===== config.mk =====
export PLATFORM = sky130hd
export DESIGN_NAME = pms_power_mode_sequencer
export DESIGN_NICKNAME = d
export VERILOG_FILES = /design/src/verilog/pms_pkg.sv /design/src/verilog/pms_power_mode_sequencer.sv
export VERILOG_INCLUDE_DIRS = /design/src /design/src/verilog
export SDC_FILE = /design/constraint.sdc
export NUM_CORES = 1
export LEC_CHECK = 0
export ABC_CLOCK_PERIOD_IN_PS = 4500
export BUFFER_PORTS_ARGS = -buffer_cell sky130_fd_sc_hd__buf_2
export CORE_MARGIN = 5
export CORE_UTILIZATION = 40
export CTS_BUF_LIST = sky130_fd_sc_hd__clkbuf_4 sky130_fd_sc_hd__clkbuf_8
export DETAILED_ROUTE_END_ITERATION = 8
export GPL_TIMING_DRIVEN = 0
export HOLD_SLACK_MARGIN = 0.06
export PLACE_DENSITY = 0.67
export SYNTH_ARGS = -nofsm -noshare
export SYNTH_HDL_FRONTEND = slang
export SYNTH_SLANG_ARGS = --single-unit

===== constraint.sdc =====
create_clock -name I_CLK_SYS -period 4.5 [get_ports I_CLK_SYS]
set_clock_uncertainty 0.05 [all_clocks]
set_input_delay 0.675 -clock I_CLK_SYS [delete_from_list [all_inputs] [get_ports I_CLK_SYS]]
set_output_delay 0.675 -clock I_CLK_SYS [all_outputs]
set_load 0.01 [all_outputs]

===== src/verilog/pms_defines.svh =====
// What this block does
// bit 7 set: second serial unit clock stopped, unit held in standby
// bit 4 set: type-B timer unit held in standby, clock stopped
// bit 1 set: type-Z timer unit held in standby, clock stopped
// bit 0 set: pwm unit held in standby, clock stopped
// bits 6,5,3,2 read zero, writes ignored
// sleep instruction moves execution state to halt state unless direct transition
// accepted interrupt returns any halt state to an execution state
// direct transition between active and subactive without halting
// active-to-active and subactive-to-subactive direct transitions allowed
// external reset input forces reset state from any state
// all selects zero: sleep; wake to active or subactive by low-speed bit
// subsleep select set: subsleep; wake target by low-speed bit
// software standby select set: standby; interrupt wakes to active
// direct select set: go to active or subactive by low-speed bit
// transition with subsleep select set resets timer V, serials, converter
// software reprograms those peripherals after such a transition
// watchdog holds in low-power states unless clocked by internal oscillator; code holds it in subactive, subsleep, standby, settle, not sleep
// no wakeup while cpu mask set or source interrupt disabled
// leaving standby waits the programmed oscillator settling time first
// direct transition with its interrupt disabled enters sleep or subsleep; the code enters standby instead when the standby select is set
// standby puts port outputs in high impedance, registers kept
// mode bits sampled at sleep; target held until wakeup or reset
// clearing a standby bit restores the unit clock, contents untouched
`ifndef PMS_DEFINES_SVH
`define PMS_DEFINES_SVH
`define PMS_ADDR_GATE_B 12'h000
`define PMS_ADDR_MODE 12'h004
`define PMS_ADDR_STATE 12'h008
`define PMS_GATE_MASK 8'h93
`define PMS_BIT_SERIAL_B 7
`define PMS_BIT_TIMER_B 4
`define PMS_BIT_TIMER_Z 1
`define PMS_BIT_PWM 0
`define PMS_MODE_DT 0
`define PMS_MODE_SOFTWARE_STANDBY_SELECT 1
`define PMS_MODE_SUB 2
`define PMS_MODE_LS 3
`define PMS_MODE_WAIT_LSB 4
`define PMS_WAIT_UNIT 16'h0100
`endif


===== src/verilog/pms_pkg.sv =====
package pms_pkg;
   typedef enum logic [6:0] {
      PMS_RESET = 7'h01,
      PMS_ACTIVE = 7'h02,
      PMS_SUBACTIVE = 7'h04,
      PMS_SLEEP = 7'h08,
      PMS_SUBSLEEP = 7'h10,
      PMS_STANDBY = 7'h20,
      PMS_SETTLE = 7'h40
   } pms_state_t;
endpackage


===== src/verilog/pms_power_mode_sequencer.sv =====
`timescale 1ns/1ps
`include "pms_defines.svh"
module pms_power_mode_sequencer (
   // clock and reset
   input wire logic I_CLK_SYS,
   input wire logic I_RST_N,
   // apb slave
   input wire logic I_PSEL,
   input wire logic I_PENABLE,
   input wire logic I_PWRITE,
   input wire logic [11:0] I_PADDR,
   input wire logic [31:0] I_PWDATA,
   output logic [31:0] O_PRDATA,
   output logic O_PREADY,
   output logic O_PSLVERR,
   // cpu side
   input wire logic I_SLEEP_EXEC,
   input wire logic I_IRQ_PENDING,
   input wire logic I_IRQ_ENABLED,
   input wire logic I_CPU_MASK,
   input wire logic I_DT_IRQ_ENABLED,
   input wire logic I_EXTERNAL_RESET_INPUT_N,
   input wire logic I_WDT_INT_OSC,
   // peripheral controls
   output logic O_SERIAL_UNIT_B_SLEEP,
   output logic O_TIMER_B_UNIT_SLEEP,
   output logic O_TIMER_Z_UNIT_SLEEP,
   output logic O_PWM_UNIT_SLEEP,
   output logic O_SUBSLEEP_PERIPH_RESET,
   output logic O_WDT_HOLD,
   output logic O_PORT_HIZ,
   output logic O_CPU_RUN,
   output logic O_LOW_SPEED,
   output logic O_WAKE_IRQ,
   output pms_pkg::pms_state_t O_STATE
);
   import pms_pkg::*;

   // ----------------------------------------
   // register bus
   // ----------------------------------------
   logic [7:0] gate_reg;
   logic [7:0] gate_next;
   logic [6:0] mode_reg;
   logic [6:0] mode_next;
   logic [6:0] tgt_reg;
   logic [6:0] tgt_next;
   pms_state_t state_reg;
   pms_state_t state_next;
   logic [18:0] wait_reg;
   logic [18:0] wait_next;
   logic [31:0] rdata_reg;
   logic [31:0] rdata_next;
   logic rst_pulse_reg;
   logic rst_pulse_next;

   wire acc = I_PSEL & I_PENABLE;
   wire hit_gate = (I_PADDR == `PMS_ADDR_GATE_B);
   wire hit_mode = (I_PADDR == `PMS_ADDR_MODE);
   wire hit_state = (I_PADDR == `PMS_ADDR_STATE);
   wire hit_any = hit_gate | hit_mode | hit_state;
   wire wr_gate = acc & I_PWRITE & hit_gate;
   wire wr_mode = acc & I_PWRITE & hit_mode;
   wire rd_setup = I_PSEL & ~I_PENABLE & ~I_PWRITE;

   assign O_PREADY = 1'b1;
   assign O_PSLVERR = acc & ~hit_any;
   assign O_PRDATA = rdata_reg;

   // reserved bits are masked on write so they always read zero
   assign gate_next = wr_gate ? (I_PWDATA[7:0] & `PMS_GATE_MASK) : gate_reg;
   assign mode_next = wr_mode ? I_PWDATA[6:0] : mode_reg;
   // read data is loaded in the setup cycle so it already stands when the access phase completes
   assign rdata_next = (rd_setup & hit_gate) ? {24'h000000, gate_reg} :
      (rd_setup & hit_mode) ? {25'h0000000, mode_reg} :
      (rd_setup & hit_state) ? {25'h0000000, state_reg} : rdata_reg;

   // ----------------------------------------
   // mode selection
   // ----------------------------------------
   wire m_dt = mode_reg[`PMS_MODE_DT];
   wire m_software_standby_select = mode_reg[`PMS_MODE_SOFTWARE_STANDBY_SELECT];
   wire m_sub = mode_reg[`PMS_MODE_SUB];
   wire m_ls = mode_reg[`PMS_MODE_LS];
   wire [2:0] m_wait = mode_reg[`PMS_MODE_WAIT_LSB +: 3];
   wire running = (state_reg == PMS_ACTIVE) | (state_reg == PMS_SUBACTIVE);
   wire halted = (state_reg == PMS_SLEEP) | (state_reg == PMS_SUBSLEEP) | (state_reg == PMS_STANDBY);
   wire sleep_go = running & I_SLEEP_EXEC;
   wire wake_ok = I_IRQ_PENDING & I_IRQ_ENABLED & ~I_CPU_MASK;
   wire direct = m_dt & I_DT_IRQ_ENABLED;
   wire [6:0] run_tgt = m_ls ? PMS_SUBACTIVE : PMS_ACTIVE;

   // direct targets are evaluated before halt targets; active->active allowed
   assign state_next = ~I_EXTERNAL_RESET_INPUT_N ? PMS_RESET :
      (state_reg == PMS_RESET) ? PMS_ACTIVE :
      (sleep_go & direct) ? pms_state_t'(run_tgt) :
      (sleep_go & m_software_standby_select) ? PMS_STANDBY :
      (sleep_go & m_sub) ? PMS_SUBSLEEP :
      sleep_go ? PMS_SLEEP :
      ((state_reg == PMS_STANDBY) & wake_ok) ? PMS_SETTLE :
      (((state_reg == PMS_SLEEP) | (state_reg == PMS_SUBSLEEP)) & wake_ok) ? pms_state_t'(tgt_reg) :
      ((state_reg == PMS_SETTLE) & (wait_reg == 19'h00000)) ? pms_state_t'(tgt_reg) :
      state_reg;

   // target latched at the sleep instruction and held until wakeup
   assign tgt_next = sleep_go ? ((m_software_standby_select & ~direct) ? PMS_ACTIVE : run_tgt) : tgt_reg;
   assign wait_next = ((state_reg == PMS_STANDBY) & wake_ok) ? 19'((m_wait + 19'h1) * `PMS_WAIT_UNIT) :
      (wait_reg != 19'h00000) ? wait_reg - 19'h1 : wait_reg;
   assign rst_pulse_next = sleep_go & m_sub;

   always_ff @(posedge I_CLK_SYS or negedge I_RST_N) begin
      if (!I_RST_N) begin
         gate_reg <= 8'h00;
         mode_reg <= 7'h00;
         tgt_reg <= PMS_ACTIVE;
         state_reg <= PMS_RESET;
         wait_reg <= 19'h00000;
         rdata_reg <= 32'h00000000;
         rst_pulse_reg <= 1'b0;
      end else begin
         gate_reg <= gate_next;
         mode_reg <= mode_next;
         tgt_reg <= tgt_next;
         state_reg <= state_next;
         wait_reg <= wait_next;
         rdata_reg <= rdata_next;
         rst_pulse_reg <= rst_pulse_next;
      end
   end

   // ----------------------------------------
   // outputs
   // ----------------------------------------
   // gate outputs follow the bit directly, so clearing restores the clock
   assign O_SERIAL_UNIT_B_SLEEP = gate_reg[`PMS_BIT_SERIAL_B];
   assign O_TIMER_B_UNIT_SLEEP = gate_reg[`PMS_BIT_TIMER_B];
   assign O_TIMER_Z_UNIT_SLEEP = gate_reg[`PMS_BIT_TIMER_Z];
   assign O_PWM_UNIT_SLEEP = gate_reg[`PMS_BIT_PWM];
   assign O_SUBSLEEP_PERIPH_RESET = rst_pulse_reg;
   assign O_WDT_HOLD = ~I_WDT_INT_OSC & ((state_reg == PMS_SUBACTIVE) | (state_reg == PMS_SUBSLEEP) |
      (state_reg == PMS_STANDBY) | (state_reg == PMS_SETTLE));
   assign O_PORT_HIZ = (state_reg == PMS_STANDBY) | (state_reg == PMS_SETTLE);
   assign O_CPU_RUN = running;
   assign O_LOW_SPEED = (state_reg == PMS_SUBACTIVE) | (state_reg == PMS_SUBSLEEP);
   assign O_WAKE_IRQ = halted & wake_ok;
   assign O_STATE = state_reg;

   // external reset outranks everything, so most checks only look while it is released
   wire go_ok = sleep_go & I_EXTERNAL_RESET_INPUT_N;
   wire wake_go = wake_ok & I_EXTERNAL_RESET_INPUT_N;
   wire sleepish = (state_reg == PMS_SLEEP) | (state_reg == PMS_SUBSLEEP);
endmodule


==> flow_metrics.tcl <==
set metrics [dict create \
    slew_viol_final 0 \
    fp-row-count 30 \
    clock.fmax_ghz 0.372 \
    worst-path-buf-inv 2 \
    startpoint "I_PADDR[7]" \
    rsz0062_at_grt "false" \
    die_w_um 94.5 \
    sequentialPowerShare 0.473 \
    crit_slowest_cell "nor4_1" \
    swShare 0.309 \
    final-hold-violation-count 0 \
    synth_adder_area_share 0.0131 \
    netlist_instances 305 \
    final_nets 451 \
    min_path_type "register to register" \
    worstSkewPairLatency_ns 0.30 \
    p_sw_mw 0.309 \
    holdBufCountCts 0 \
    crit_type "primary input to output pin" \
    cp_cell_sequence "buf_2, nor4_1, nand3_1, a21o_1, and3_1, buf_2" \
    critPathCaptureType "output pin" \
    cpMostUsedCell "buf_2" \
    yosys_warnings 0 \
    finalSetupTns_ns 0 \
    slowest_delay_ns 0.46 \
    peakVddDrop_mv 0.210 \
    yosys.area.top_type "dfrtp_1" \
    powerDensity_nw_per_um2 290 \
    numPortBuffers 57 \
    post_drt_wl_per_cell_um 13.9 \
    synth_area_per_cell_um2 9.37 \
    p_int_mw 0.690 \
    post_cts_resized 0 \
    synth_enable_flop_cells 0 \
    clk_path_buf_depth 2 \
    grt_first_pass_wirelength_mm 11.6 \
    dp.cells 481 \
    antenna_left 0 \
    synth_area_um2 2860 \
    power.leakage_nw 1.62 \
    drtIter0Drc 206 \
    r2r_cells 6 \
    finalWeightedCongestion 0.866 \
    synth_ff_type "dfrtp_1" \
    power.share.clock 0.271 \
    fin_cells 489 \
    drive_gt1_frac 0.300 \
    start_util 0.416 \
    async_flop_share 1.00 \
    fp.dieArea_um2 8930 \
    r2r_slack_ns 1.90 \
    core_area_um2 6870 \
    post_dp_cell_area_um2 3350 \
    final_area_um2 3450 \
    muxShareOfSynthArea 0.0604 \
    r2r_end "O_STATE[2]" \
    tightestPinTransition_ns 1.06 \
    holdWs_ns 0.423 \
    synth.distinct_cells 52 \
    chipHeight_um 94.5 \
    r2r-start "O_STATE[0]" \
    synth_compound_area_frac 0.133 \
    h-tree-depth 2 \
    layout_common_cells "buf_2, dfrtp_1, nor2_1, buf_4, conb_1" \
    status "finished, final reports clean" \
    cp-endpoint "O_PSLVERR" \
    vias 2449 \
    min_period_over_period 0.597 \
    grt_pass1_vias 2342 \
    wl_mm 6.81 \
    drv_cap 0 \
    relSlewSlack 0.291 \
    via_per_inst 5.01 \
    tritoncts "done" \
    grt_usage 0.162 \
    antenna_found_initial 0 \
    ioPinCount 107 \
    largest_register_ffs 19 \
    postCtsSetupRepairBufs 0 \
    num_antenna_cells 0 \
    cp_max_fo 4 \
    seq_area_frac_synth 0.421 \
    final_common_cell "buf_2" \
    hpwl_mm 5.28 \
    yosys.area.top_type_share 0.403 \
    first_pass_iters 4 \
    cp_num_cells 6 \
    arrival_ns 1.96 \
    synth_area_leaders "dfrtp_1, buf_4, mux2_2, nor2_1, xnor2_1" \
    synth-simple-area-share 0.225 \
    min_path_cells 2 \
    grt-ovfl-total 0 \
    ys_ff_latch 48 \
    synth_top_family_by_area "simple AND/OR/NAND/NOR gates" \
    start_kind "primary input" \
    clkTransAtPathRegs_ns 0.09 \
    synthToLayoutAreaGrowth_pct 20.6 \
    pre_cts_ws_ns 1.66 \
    grt_max_degree 49 \
    synthXorXnorAreaFrac 0.0460 \
    pwr-share-comb 0.256 \
    period_needed_ns 2.69 \
    crit_required_ns 3.77 \
    cts_sinks 48 \
    cp_top_family "simple AND/OR/NAND/NOR gates" \
    fin_ws_ns 1.81 \
    fillers 663 \
    setup_viol 0 \
    root_buffer "clkbuf_8" \
    drc 0 \
    cts_inserted_buffers 5 \
]
synthesized netlist by cell type, types with 2 or more instances:
| cell type | count |
|---|---|
| nand3_1 | 9 |
| or2_2 | 2 |
| buf_4 | 26 |
| inv_1 | 9 |
| mux2_2 | 10 |
| nor4_1 | 8 |
| dfrtp_1 | 46 |
| and4_1 | 2 |
| xnor2_1 | 11 |
| o31ai_1 | 6 |
| nand2b_1 | 4 |
| nand4_1 | 4 |
| o21ai_0 | 15 |
| o211ai_1 | 4 |
| nor3_1 | 10 |
| ha_1 | 3 |
| a32o_1 | 2 |
| or3_1 | 6 |
| nor2_1 | 29 |
| clkbuf_1 | 7 |
| or4_4 | 2 |
| buf_2 | 3 |
| a21oi_1 | 13 |
| a211oi_1 | 7 |
| dfstp_2 | 2 |
| mux2i_1 | 6 |
| a21o_1 | 3 |
| xor2_1 | 4 |
| nand2_1 | 19 |
| nand4b_1 | 2 |
| conb_1 | 2 |
| and3_1 | 6 |
| or4_1 | 4 |
worst reg2reg max path: cells and delay by family, from the launching register on:
kind / cells / cell delay [ns]
buf+inv: 2 / 0.40
flops: 1 / 0.54
mux: 1 / 0.41
compound gates: 1 / 0.75
simple gates: 2 / 0.33
power groups by stage:
| stage | logic, mW | clock network [mW] | registers, mW |
|---|---|---|---|
| 2_1_floorplan | 0.169 | 0 | 0.485 |
| 3_3_place_gp | 0.250 | 0 | 0.481 |
| 3_5_place_dp | 0.254 | 0 | 0.481 |
| 4_1_cts | 0.255 | 0.283 | 0.473 |
| 5_1_grt | 0.286 | 0.296 | 0.476 |
| 6_report | 0.255 | 0.271 | 0.473 |
routing by layer:
layer,share of wire,GRT usage,wire length (um),vias up
met4,0.018,0.0421,121,0
met2,0.48,0.261,3240,61
met3,0.057,0.0343,387,10
met5,0,0,0,-
met1,0.45,0.222,3060,1158
li1,-,-,-,1220
kinds of logic (layout without fill, tap and decap cells):
family / Yosys count / after routing
compound gates: 58 / 58
xor+xnor: 15 / 15
fa+ha+maj: 3 / 3
buf+inv: 46 / 111
flops: 48 / 48
mux: 16 / 16
other cells: 2 / 25
simple gates: 117 / 117
cell type report:
class	count	area (um^2)	share of cell area
multi-input cells	234	1460	0.423
flip-flops and latches	48	1200	0.349
repair buffers	57	285	0.0828
plain buffers	37	248	0.0719
well taps	96	120	0.0349
clock buffers	6	82.6	0.0240
inverters	9	33.8	0.00980
clock inverters	2	15.0	0.00436
worst min-delay path by stage:
stage             endpoint   startpoint  slack [ns]
3_5_place_dp   O_PRDATA[0]  O_PRDATA[0]        0.41
4_1_cts         tgt_reg[1]   tgt_reg[1]        0.43
6_report        tgt_reg[1]   tgt_reg[1]        0.42
2_1_floorplan  O_PRDATA[0]      I_RST_N        0.33
3_3_place_gp    tgt_reg[1]   tgt_reg[1]        0.40
5_1_grt         tgt_reg[1]   tgt_reg[1]        0.45
per-stage QoR:
| stage | power, mW | utilization |
|---|---|---|
| CTS | 1.01 | 0.502 |
| detailed placement | 0.735 | 0.487 |
| global route | 1.06 | 0.502 |
| global placement | 0.731 | 0.487 |
| finish | 0.999 | 0.502 |
| floorplan | 0.654 | - |
Note: power is estimated with default switching activity, not from simulation.
